--- src/logic/dcg_consts.svh ---
// Purpose: Named offsets, fields, codes and timing for the drive run/trip guard
// Assumes: 40 MHz mclk, byte-addressed register port with 32-bit data
// Notes:   Definitions only; included by bare name
`ifndef DCG_CONSTS_SVH
`define DCG_CONSTS_SVH

// Clock
`define DCG_CLK_PERIOD_NS   25

// Register byte offsets
`define DCG_ADDR_W          8
`define DCG_OFS_CTRL        8'h00
`define DCG_OFS_WAIT        8'h04
`define DCG_OFS_STATUS      8'h08
`define DCG_OFS_CMD         8'h0C

// Control register fields
`define DCG_CTRL_W          4
`define DCG_CTRL_RESET      4'h0
`define DCG_CTRL_SPEED_BIT  0
`define DCG_CTRL_GUARD_BIT  1
`define DCG_CTRL_CINV_BIT   2
`define DCG_CTRL_FINV_BIT   3

// Restart wait register: count of wait ticks
`define DCG_WAIT_W          8
`define DCG_WAIT_RESET      8'h00
`define DCG_WAIT_ZERO       8'h00
`define DCG_WAIT_TICK_MS    100
`define DCG_NS_PER_MS       1000000

// Command register fields
`define DCG_CMD_KPRST_BIT   0

// Status register layout
`define DCG_STAT_STATE_LSB  0
`define DCG_STAT_ALARM_BIT  6
`define DCG_STAT_DRIVE_BIT  7
`define DCG_STAT_EDGE_BIT   8
`define DCG_STAT_CODE_LSB   16

// Trip codes shown on the display
`define DCG_CODE_NONE       8'h00
`define DCG_CODE_UV         8'h09
`define DCG_CODE_EXT        8'h0C
`define DCG_CODE_GUARD      8'h0D

// Cycles allowed for the pin synchronisers to fill after reset
`define DCG_SETTLE_W        2
`define DCG_SETTLE_LAST     2'h3

`endif

--- src/logic/dcg_pkg.sv ---
// Purpose: Types shared by the drive run/trip guard
// Assumes: Constants come from dcg_consts.svh
// Notes:   State codes are one-hot
package dcg_pkg;

  // Terminal inputs, as wired
  typedef struct packed {
    logic forwardRun;   // Forward run terminal
    logic reverseRun;   // Reverse run terminal
    logic coastStop;    // Coast stop terminal, raw polarity
    logic extFault;     // External fault terminal, raw polarity
    logic faultClear;   // Reset terminal, normally open only
    logic underVolt;    // Undervoltage detector level
  } dcg_pins_s;

  // Software settings
  typedef struct packed {
    logic faultInvert;  // External fault active on open contact
    logic coastInvert;  // Coast stop active on open contact
    logic startGuard;   // Power-up start guard enable
    logic speedSelect;  // Resume from motor speed, else from 0 Hz
  } dcg_ctrl_s;

  // Sequencer states
  typedef enum logic [5:0] {
    DCG_INIT  = 6'h01,
    DCG_STOP  = 6'h02,
    DCG_RUN   = 6'h04,
    DCG_COAST = 6'h08,
    DCG_WAIT  = 6'h10,
    DCG_TRIP  = 6'h20
  } dcg_state_e;

endpackage

--- src/logic/dcg_sync.sv ---
// Purpose: Two-flop synchroniser for a group of terminal inputs
// Assumes: Inputs asynchronous to mclk
// Notes:   First stage feeds only the second stage
`timescale 1ns/100ps
module dcg_sync #(
  parameter int W = 6
) (
  input  wire logic         mclk,   // Control clock
  input  wire logic         rst_n,  // Synchronous reset, active low
  input  wire logic [W-1:0] din,    // Asynchronous levels
  output logic      [W-1:0] dout    // Levels in mclk domain
);

  logic [W-1:0] stage1;
  logic [W-1:0] next_stage1;
  logic [W-1:0] next_dout;

  // Shift one stage per clock; cleared by reset
  always_comb begin
    next_stage1 = rst_n ? din : '0;
    next_dout   = rst_n ? stage1 : '0;
  end

  always_ff @(posedge mclk) begin
    stage1 <= next_stage1;
    dout   <= next_dout;
  end

endmodule // dcg_sync

--- src/logic/dcg_guard.sv ---
// Purpose: Run permission and trip sequencing for a motor drive
// Assumes: Terminal levels arrive raw; mclk 40 MHz; rst_n is power-up reset
// Notes:   Ramp and speed matching live downstream; this block gates output
//
// How it works
// - Coast input held forces output off, after one cycle on when run starts from power-up or a reset
// - Coast release resumes only with run active
// - Setting picks resume from 0 Hz or speed
// - Wait time before resume; zero means none
// - Coast input polarity selectable in software
// - Fault input rising edge latches trip, output off
// - Fault release neither clears nor re-trips
// - Only reset clears fault trip, then stop if guarded or run off
// - Fault trip coasts motor, alarm at once
// - Unguarded: after clear, run if command active
// - Guarded: after fault clear, need fresh run or reset
// - Guarded power-up with run active trips
// - Guard trip cleared by run off or reset
// - Reset clears guard trip, run starts immediately
// - Unguarded power-up honours active run command
// - Undervoltage clear still applies the start guard
// - Forward and reverse together means stop
// - Reset pulse completed cancels any trip, except a guarded undervoltage trip with run active becomes a guard trip
//
// The strobed register port and the register addresses were decided locally.
`timescale 1ns/100ps
`include "dcg_consts.svh"
module dcg_guard #(
  parameter int unsigned TICK_CYCLES =
    (`DCG_WAIT_TICK_MS * `DCG_NS_PER_MS) / `DCG_CLK_PERIOD_NS  // Cycles per wait tick
) (
  input  wire logic                   mclk,            // Control clock, 40 MHz
  input  wire logic                   rst_n,           // Power-up reset, active low
  input  wire dcg_pkg::dcg_pins_s     pins,            // Terminal levels, raw
  input  wire logic [`DCG_ADDR_W-1:0] regAddr,         // Register byte address
  input  wire logic [31:0]            regWdata,        // Register write data
  input  wire logic                   regWr,           // Write strobe
  input  wire logic                   regRd,           // Read strobe
  output logic      [31:0]            regRdata,        // Read data, cycle after strobe
  output logic                        driveEnable,     // Motor output on
  output logic                        runReverse,      // Direction while running
  output logic                        startPulse,      // One cycle at each start
  output logic                        resumeFromSpeed, // Start matches motor speed
  output logic                        alarm,           // Trip alarm
  output logic      [7:0]             tripCode         // Code for the display
);

  // Synchronised terminals
  dcg_pkg::dcg_pins_s syncPins;
  dcg_pkg::dcg_pins_s prevPins;
  dcg_pkg::dcg_pins_s next_prevPins;

  dcg_sync #(
    .W ($bits(dcg_pkg::dcg_pins_s))
  ) u_sync (
    .mclk  (mclk),
    .rst_n (rst_n),
    .din   (pins),
    .dout  (syncPins)
  );

  // Register state
  dcg_pkg::dcg_ctrl_s    ctrl;
  dcg_pkg::dcg_ctrl_s    next_ctrl;
  logic [`DCG_WAIT_W-1:0] waitTime;
  logic [`DCG_WAIT_W-1:0] next_waitTime;
  logic [31:0]            next_regRdata;
  logic [31:0]            statusWord;
  logic                   kpReset;

  // Sequencer state
  dcg_pkg::dcg_state_e     state;
  dcg_pkg::dcg_state_e     next_state;
  logic [7:0]              next_tripCode;
  logic                    needEdge;
  logic                    next_needEdge;
  logic [`DCG_WAIT_W-1:0]  waitCnt;
  logic [`DCG_WAIT_W-1:0]  next_waitCnt;
  logic [31:0]             tickCnt;
  logic [31:0]             next_tickCnt;
  logic [`DCG_SETTLE_W-1:0] settle;
  logic [`DCG_SETTLE_W-1:0] next_settle;
  logic                    next_driveEnable;
  logic                    next_runReverse;
  logic                    next_startPulse;
  logic                    next_resumeFromSpeed;
  logic                    next_alarm;

  // Decoded terminal functions
  logic runCmd;
  logic prevRunCmd;
  logic runRise;
  logic coastAct;
  logic extAct;
  logic prevExtAct;
  logic extRise;
  logic clrFall;
  logic uvRise;
  logic resetOp;

  // Both directions at once reads as stop
  assign runCmd     = syncPins.forwardRun ^ syncPins.reverseRun;
  assign prevRunCmd = prevPins.forwardRun ^ prevPins.reverseRun;
  assign runRise    = runCmd & ~prevRunCmd;
  // Polarity applied after the synchroniser so a change of setting is clean
  assign coastAct   = syncPins.coastStop ^ ctrl.coastInvert;
  assign extAct     = syncPins.extFault ^ ctrl.faultInvert;
  assign prevExtAct = prevPins.extFault ^ ctrl.faultInvert;
  // Only the off-to-on edge trips; the release is ignored
  assign extRise    = extAct & ~prevExtAct;
  // The reset acts on release, so a held terminal clears nothing yet
  assign clrFall    = prevPins.faultClear & ~syncPins.faultClear;
  assign uvRise     = syncPins.underVolt & ~prevPins.underVolt;
  // Keypad reset is a write of one to the command register
  assign kpReset    = regWr & (regAddr == `DCG_OFS_CMD) & regWdata[`DCG_CMD_KPRST_BIT];
  assign resetOp    = clrFall | kpReset;

  // Edge history of the synchronised terminals
  always_comb begin
    next_prevPins = rst_n ? syncPins : '0;
  end

  always_ff @(posedge mclk) begin
    prevPins <= next_prevPins;
  end

  // Register writes and read data
  always_comb begin
    statusWord = '0;
    statusWord[`DCG_STAT_STATE_LSB +: 6]  = state;
    statusWord[`DCG_STAT_ALARM_BIT]        = alarm;
    statusWord[`DCG_STAT_DRIVE_BIT]        = driveEnable;
    statusWord[`DCG_STAT_EDGE_BIT]         = needEdge;
    statusWord[`DCG_STAT_CODE_LSB +: 8]    = tripCode;
    next_ctrl     = ctrl;
    next_waitTime = waitTime;
    next_regRdata = '0;
    if (regWr && regAddr == `DCG_OFS_CTRL) begin
      next_ctrl = dcg_pkg::dcg_ctrl_s'(regWdata[`DCG_CTRL_W-1:0]);
    end
    if (regWr && regAddr == `DCG_OFS_WAIT) begin
      next_waitTime = regWdata[`DCG_WAIT_W-1:0];
    end
    if (regRd) begin
      unique case (regAddr)
        `DCG_OFS_CTRL:   next_regRdata = {28'h0000000, ctrl};
        `DCG_OFS_WAIT:   next_regRdata = {24'h000000, waitTime};
        `DCG_OFS_STATUS: next_regRdata = statusWord;
        default:         next_regRdata = '0;  // Command and unmapped read zero
      endcase
    end
    if (!rst_n) begin
      next_ctrl     = dcg_pkg::dcg_ctrl_s'(`DCG_CTRL_RESET);
      next_waitTime = `DCG_WAIT_RESET;
      next_regRdata = '0;
    end
  end

  always_ff @(posedge mclk) begin
    ctrl     <= next_ctrl;
    waitTime <= next_waitTime;
    regRdata <= next_regRdata;
  end

  // Run and trip sequencer
  // Trips are checked after the state case so they override any transition out of STOP, RUN, COAST or WAIT.
  always_comb begin
    next_state           = state;
    next_tripCode        = tripCode;
    next_needEdge        = needEdge;
    next_waitCnt         = waitCnt;
    next_tickCnt         = tickCnt;
    next_settle          = settle;
    next_runReverse      = runReverse;
    next_startPulse      = 1'b0;
    next_resumeFromSpeed = resumeFromSpeed;
    unique case (state)
      dcg_pkg::DCG_INIT: begin
        // Let the synchronisers fill before judging the run command
        if (settle == `DCG_SETTLE_LAST) begin
          if (runCmd && ctrl.startGuard) begin
            next_state    = dcg_pkg::DCG_TRIP;
            next_tripCode = `DCG_CODE_GUARD;
          end else if (runCmd) begin
            next_state           = dcg_pkg::DCG_RUN;
            next_startPulse      = 1'b1;
            next_resumeFromSpeed = 1'b0;
          end else begin
            next_state = dcg_pkg::DCG_STOP;
          end
        end else begin
          next_settle = settle + 1'b1;
        end
      end
      dcg_pkg::DCG_STOP: begin
        // A reset or a fresh run edge re-arms start after a guarded clear
        if (resetOp || runRise) begin
          next_needEdge = 1'b0;
        end
        if (runCmd && !coastAct && !syncPins.faultClear &&
            (!needEdge || runRise || resetOp)) begin
          next_state           = dcg_pkg::DCG_RUN;
          next_startPulse      = 1'b1;
          next_resumeFromSpeed = 1'b0;
        end
      end
      dcg_pkg::DCG_RUN: begin
        if (!runCmd) begin
          next_state = dcg_pkg::DCG_STOP;
        end else if (coastAct) begin
          next_state = dcg_pkg::DCG_COAST;
        end
      end
      dcg_pkg::DCG_COAST: begin
        // Resume only if run is still present at release
        if (!coastAct) begin
          if (!runCmd) begin
            next_state = dcg_pkg::DCG_STOP;
          end else if (waitTime == `DCG_WAIT_ZERO) begin
            next_state           = dcg_pkg::DCG_RUN;
            next_startPulse      = 1'b1;
            next_resumeFromSpeed = ctrl.speedSelect;
          end else begin
            next_state   = dcg_pkg::DCG_WAIT;
            next_waitCnt = '0;
            next_tickCnt = '0;
          end
        end
      end
      dcg_pkg::DCG_WAIT: begin
        if (coastAct) begin
          next_state = dcg_pkg::DCG_COAST;
        end else if (!runCmd) begin
          next_state = dcg_pkg::DCG_STOP;
        end else if (waitCnt == waitTime) begin
          next_state           = dcg_pkg::DCG_RUN;
          next_startPulse      = 1'b1;
          next_resumeFromSpeed = ctrl.speedSelect;
        end else if (tickCnt == TICK_CYCLES - 32'd1) begin
          next_tickCnt = '0;
          next_waitCnt = waitCnt + 1'b1;
        end else begin
          next_tickCnt = tickCnt + 32'd1;
        end
      end
      dcg_pkg::DCG_TRIP: begin
        if (tripCode == `DCG_CODE_GUARD) begin
          if (!runCmd) begin
            next_state    = dcg_pkg::DCG_STOP;
            next_tripCode = `DCG_CODE_NONE;
          end else if (resetOp) begin
            next_state           = dcg_pkg::DCG_RUN;
            next_tripCode        = `DCG_CODE_NONE;
            next_startPulse      = 1'b1;
            next_resumeFromSpeed = 1'b0;
          end
        end else if (resetOp) begin
          next_tripCode = `DCG_CODE_NONE;
          if (tripCode == `DCG_CODE_UV && runCmd && ctrl.startGuard) begin
            next_state    = dcg_pkg::DCG_TRIP;
            next_tripCode = `DCG_CODE_GUARD;
          end else if (tripCode == `DCG_CODE_EXT && ctrl.startGuard) begin
            next_state    = dcg_pkg::DCG_STOP;
            next_needEdge = 1'b1;
          end else if (runCmd) begin
            next_state           = dcg_pkg::DCG_RUN;
            next_startPulse      = 1'b1;
            next_resumeFromSpeed = 1'b0;
          end else begin
            next_state = dcg_pkg::DCG_STOP;
          end
        end
      end
      default: begin
        next_state    = dcg_pkg::DCG_STOP;
        next_tripCode = `DCG_CODE_NONE;
      end
    endcase
    // New trips; an existing trip keeps its code until cleared
    if (state != dcg_pkg::DCG_INIT && state != dcg_pkg::DCG_TRIP) begin
      if (extRise) begin
        next_state      = dcg_pkg::DCG_TRIP;
        next_tripCode   = `DCG_CODE_EXT;
        next_startPulse = 1'b0;
      end else if (uvRise) begin
        next_state      = dcg_pkg::DCG_TRIP;
        next_tripCode   = `DCG_CODE_UV;
        next_startPulse = 1'b0;
      end
    end
    if (next_state == dcg_pkg::DCG_RUN) begin
      next_runReverse = syncPins.reverseRun;
    end
    if (!rst_n) begin
      next_state           = dcg_pkg::DCG_INIT;
      next_tripCode        = `DCG_CODE_NONE;
      next_needEdge        = 1'b0;
      next_waitCnt         = '0;
      next_tickCnt         = '0;
      next_settle          = '0;
      next_runReverse      = 1'b0;
      next_startPulse      = 1'b0;
      next_resumeFromSpeed = 1'b0;
    end
  end

  // Output follows the next state so a trip cuts it in the same edge.
  // A held reset terminal also coasts the motor.
  always_comb begin
    next_driveEnable = rst_n && next_state == dcg_pkg::DCG_RUN &&
                       !syncPins.faultClear;
    next_alarm       = rst_n && next_state == dcg_pkg::DCG_TRIP;
  end

  always_ff @(posedge mclk) begin
    state           <= next_state;
    tripCode        <= next_tripCode;
    needEdge        <= next_needEdge;
    waitCnt         <= next_waitCnt;
    tickCnt         <= next_tickCnt;
    settle          <= next_settle;
    runReverse      <= next_runReverse;
    startPulse      <= next_startPulse;
    resumeFromSpeed <= next_resumeFromSpeed;
    driveEnable     <= next_driveEnable;
    alarm           <= next_alarm;
  end

endmodule // dcg_guard

--- config.mk ---
export PLATFORM = sky130hd
export DESIGN_NAME = dcg_guard
export DESIGN_NICKNAME = d
export VERILOG_FILES = /design/src/logic/dcg_pkg.sv /design/src/logic/dcg_sync.sv /design/src/logic/dcg_guard.sv
export VERILOG_INCLUDE_DIRS = /design/src /design/src/logic
export SDC_FILE = /design/constraint.sdc
export NUM_CORES = 1
export LEC_CHECK = 0
export BUFFER_PORTS_ARGS = -buffer_cell sky130_fd_sc_hd__buf_2
export CORE_MARGIN = 1
export CORE_UTILIZATION = 60
export DETAILED_ROUTE_END_ITERATION = 12
export PLACE_DENSITY = 0.85
export SKIP_CTS_REPAIR_TIMING = 1
export SLEW_MARGIN = 15
export SYNTH_ARGS = -nofsm -noshare
export SYNTH_HDL_FRONTEND = slang
export SYNTH_SLANG_ARGS = --single-unit
--- constraint.sdc ---
create_clock -name mclk -period 5.95 [get_ports mclk]
set_clock_uncertainty 0.15 [all_clocks]
set_input_delay 0.595 -clock mclk [delete_from_list [all_inputs] [get_ports mclk]]
set_output_delay 0.595 -clock mclk [all_outputs]
set_load 0.005 [all_outputs]
After elaboration in Yosys (flattened, before gate mapping) --
Index checks and enable logic that the tools add are counted.
Cells by class: add/sub/neg operators 3, multiply operators 0, divide/modulo/power cells 0, $lt $le $gt $ge 0, eq/ne operators 40, shifts and indexed selects 0, muxes and demuxes 94, bitwise gates (word level) 17, reduce and logical (&&, ||, !) cells 31
Operators with widths (number):
- 32-bit 2-to-1 mux | 7
- 8-bit 2-to-1 mux | 16
- 6-bit 2-to-1 mux | 19
- 24-bit case mux with 3 select lines | 1
- 32-bit case mux with 2 select lines | 1
- 8-bit by 4-bit equality test with 1-bit output, second input constant | 5
- 1-bit 2-to-1 mux | 40
- 6-bit case mux with 6 select lines | 1
- 2-bit inequality test, second input constant | 17
- 32-bit by 1-bit adder with 32-bit output, second input constant | 1
- 32-bit by 22-bit equality test with 1-bit output, second input constant | 1
- 8-bit case mux with 3 select lines | 1
- 6-bit by 3-bit equality test with 1-bit output, second input constant | 3
- 8-bit logical NOT | 2
- 8-bit case mux with 2 select lines | 1
- 14-bit AND reduction | 1
- 1-bit logical AND | 13
- 6-bit equality test, second input constant | 2
- 5-bit 2-to-1 mux | 2
- 1-bit case mux with 5 select lines | 2
- 3-bit inequality test, second input constant | 3
- 8-bit by 1-bit adder with 8-bit output, second input constant | 1
- 8-bit by 3-bit equality test with 1-bit output, second input constant | 1
- 8-bit equality test | 1
- 24 further kinds | 43
Word-level totals: flip-flop bits (word level) 123, latch bits 0, bits in writable memories 0, ROM bits 0, output and inout port bits 45, word-level logic and storage cells 209, memories kept 0

Depth between registers and ports, before layout --
word-level depth 15, depth in mapped cells 9

By module --
Synthesis repeated with hierarchy kept, for this count alone.
Unflattened totals: cells, all modules 600, area, all modules 5177.5 um2
By module, submodules not included:
- dcg_guard | times used 1, cells each 575, area an instance 4840.9 um2, sequential area each 1921.8 um2
- dcg_sync | times used 1, cells each 25, area an instance 336.6 um2, sequential area each 240.2 um2

Least setup slack after synthesis --
No wires, ideal clock.
path type in2reg, from in regAddr[1], to reg resumeFromSpeed, data arrival time 2.483 ns, data required time 5.684 ns, setup slack 3.202 ns, stages 6, buffers on the path 0, path through or4_1 -> or4_1 -> a2111o_1 -> o211ai_1 -> nor2_1 -> a31o_1
Between the ends: word-level cells in the longest chain between the ends 8, elaborated cells on any way between the ends 9, those cells by class eq/ne (3); bitwise (3); reduce/logical (3)
RTL lines:
- start: declaration | RTL line dcg_guard.sv:35 | input wire logic [`DCG_ADDR_W-1:0] regAddr,
- 8-bit by 4-bit equality test with 1-bit output (no source line) *
- 1-bit AND * (2 in series) | RTL line dcg_guard.sv:115 | assign kpReset = regWr & (regAddr == `DCG_OFS_CMD) & regWdata[`DCG_CMD_KPRST_BIT];
- 1-bit OR * | RTL line dcg_guard.sv:116 | assign resetOp = clrFall | kpReset;
- 1-bit logical OR | RTL line dcg_guard.sv:201 | (!needEdge || runRise || resetOp)) begin
- 1-bit logical AND | RTL line dcg_guard.sv:200 | if (runCmd && !coastAct && !syncPins.faultClear &&
- 2-bit inequality test (no source line)
- 14-bit AND reduction (no source line) *
- end signal: assignment | RTL line dcg_guard.sv:324 | resumeFromSpeed <= next_resumeFromSpeed;
- end: declaration | RTL line dcg_guard.sv:43 | output logic resumeFromSpeed,
Every way passes the cells marked *; elsewhere a longest branch is shown, timed or not. A chain may end at the register's enable or synchronous reset.

Worst setup path in the final report --
from reg state[4], to reg tickCnt[26]
Between the ends: word-level cells in the longest chain between the ends 3, elaborated cells on any way between the ends 11, those cells by class eq/ne (8); mux (1); reduce/logical (2)
RTL lines:
- start: declaration | RTL line dcg_guard.sv:72 | dcg_pkg::dcg_state_e state;
- start signal: assignment | RTL line dcg_guard.sv:316 | state <= next_state;
- 6-bit by 5-bit equality test with 1-bit output or 6-bit by 4-bit equality test with 1-bit output (tied branches) | RTL line dcg_guard.sv:177 | unique case (state)
- 2-bit inequality test (no source line) or 2-bit nonzero test (tied branches)
- 7-bit AND reduction (no source line)
- end signal: assignment | RTL line dcg_guard.sv:320 | tickCnt <= next_tickCnt;
- end: declaration | RTL line dcg_guard.sv:79 | logic [31:0] tickCnt;
Parallel ways exist; a longest one is shown, timed or not.

==> out/summary.txt <==
ANT nets after route: 0
Post-DP Area: 5430 sq um
row cnt: 33
Worst Setup End Kind: flop
Synth Register Bits: 108
Post-synth EDFFs: 0
Clock Latency Late Sink: 0.37 ns
top-count cell post-synth: dfxtp_1
DRT Wirelength: 11,400 um
post-layout util: 68.0%
min Tclk post-route: 3.44 ns
Ant. Diodes: 0
switching pwr: 0.000381 W
internal power: 0.00103 W
Post-synth top flop: dfxtp_1
measured slew at the worst slew-check pin: 1.12 ns
fmax: 291 MHz
num ports: 95
HPWL Detailed: 8300 um
RSZ-0062 raised after global routing: false
final hold vios: 0
initial antenna violation count: 0
Avg Inst Size Synth: 8.59 sq um
sequential share of the synthesized area: 41.8%
clock network power share: 32.0%
Die W: 94.9 um
crit start category: flop
pin count of the biggest net entering global routing: 35
Synth top cells by count: dfxtp_1, nor2_1, nand2_1
design area: 5640 sq um
Min Hold Slack: 0.283 ns
filler instances: 686
Period Utilization, post-route: 57.8%
Slew HR: 25.2%
sw frac: 27.0%
# port buffers: 55
Flop pwr share: 54.5%
Layout area overhead: 9.05%
Final Setup Violations: 0
Initial Utilization: 62.3%
PwrDens: 250 nW/um^2
maxcap violations: 0
Critical Path AT: 3.59 ns
Synth Cell Area: 5170 sq um
CTS root buffer: clkbuf_8
CTS H-tree lvls: 3
cts bufs inserted: 9
per-cell routed wire length: 15.1 um
setup ws final: 2.51 ns
leakage power: 2.15 nW
TNS Setup: 0 ns
status: finished clean
Vias: 4,628
core area: 8300 sq um
Worst Path Required: 6.10 ns
Synth area leader: dfxtp_1
post-synthesis cell count: 602
Crit Path Max Fanout: 16
DRT iter0 DRCs: 371
CTS Buffer Depth: 2
HP Class: input pin to flop
CTS tree: yes
Die ar.: 9000 sq um
vias in the first global route: 4,135
Final Wtd Congestion: 0.886
Synth async-reset ratio: 0%
drt drc: 0
first-pass GRT wire length: 19,100 um
Combinational Power Share: 13.6%
vias per inst: 6.13
nets@finish: 698
synth unique cells: 59
pre-CTS WS: 2.53 ns
Sink Count: 108
Yosys warnings: 0
fraction of layout cells with a size suffix above 1: 13.5%
GRT Residual Overflow: 0
GRT Resource Usage Total: 26.8%
VDD IR-drop max: 0.121 mV
critical path type: flop to flop
DR pass1 iterations: 5
die height: 94.9 um
Slew Limit Fails: 0
synth top area cells: dfxtp_1, nor2_1, and2_1
share of the synthesized area in the top cell type: 41.8%
CTS clk-pin slew, worst paths: 0.10 ns
[kinds of logic after synthesis]
family	Yosys count	share of synthesized area [%]
xor+xnor	24	4.06
compound gates	113	14.5
other cells	1	0.0725
simple gates	279	29.6
fa+ha+maj	4	0.919
buf+inv	54	5.30
flops	108	41.8
mux	19	3.68
[cell usage in the layout (no fill, tap or decap), types with 5 or more instances in the layout]
cell type and n:
a21oi_1 32, a31oi_1 9, and2_1 37, and3_1 5, and4_1 6, buf_2 55
clkbuf_8 11, conb_1 15, dfxtp_1 108, inv_1 14, mux2i_1 19, nand2_1 41
nand2b_1 11, nand3_1 20, nand4_1 14, nor2_1 64, nor2b_1 9, nor3_1 9
nor4_1 14, nor4b_1 5, o2111ai_1 8, o211ai_1 5, o21ai_0 26, o31ai_1 10
or3_1 15, or4_1 12, xnor2_1 14, xor2_1 10
[cell type report]
cell class,count,area [sq um],share of cell area [%]
multi-input combinational,454,2790,49.4
sequential,108,2160,38.3
timing repair buffer,58,302,5.35
clock buffer,13,159,2.82
tap,105,131,2.33
inverter,14,52.6,0.932
clock inverter,3,45.0,0.799
[path summary, 6_finish.rpt]
check                                                 start                          end  slack, ns  cells past startpoint
worst max register to register             state[4]$_DFF_P_     tickCnt[26]$_SDFFE_PN0P_       2.51                      5
worst min register to register  u_sync.stage1[2]$_SDFF_PN0_    u_sync.dout[2]$_SDFF_PN0_       0.29                      1
worst min-delay path                                pins[4]  u_sync.stage1[4]$_SDFF_PN0_       0.28                      2
worst max-delay path                       state[4]$_DFF_P_     tickCnt[26]$_SDFFE_PN0P_       2.51                      5
[metrics by stage]
step,total power (W),cells
final,0.00141,755
after detailed placement,0.000969,738
after floorplan,0.000926,616
after global placement,0.000962,738
after CTS,0.00141,754
after global routing,0.00148,755
[power groups by stage]
stage          clock [W]  combinational (W)  sequential, W
5_1_grt         0.000492           0.000212       0.000771
6_report        0.000451           0.000191       0.000768
3_3_place_gp           0           0.000180       0.000782
2_1_floorplan          0           0.000152       0.000774
3_5_place_dp           0           0.000186       0.000784
4_1_cts         0.000459           0.000188       0.000767
[state kept, by name, summed over array words and instances (netlist names)]
signal and flops:
alarm 1, ctrl 4, driveEnable 1, needEdge 1, prevPins 5, regRdata 17
resumeFromSpeed 1, runReverse 1, settle 2, startPulse 1, state 6, tickCnt 32
tripCode 8, u_sync.dout 6, u_sync.stage1 6, waitCnt 8, waitTime 8
[critical path: stages, from the launching register on]
cell and delay, ns:
dfxtp_1 0.44, or4_1 0.60, a211oi_2 0.84, o2111ai_2 0.53
or4_1 0.63, a21oi_1 0.18
[layer usage]
metal,routed length (um),up-vias,track usage [%]
met2,5320,209,43.5
li1,-,2220,-
met4,298,0,10.2
met5,0,-,0
met3,852,43,6.84
met1,4960,2156,34.0
(Power assumes the default switching activity.)
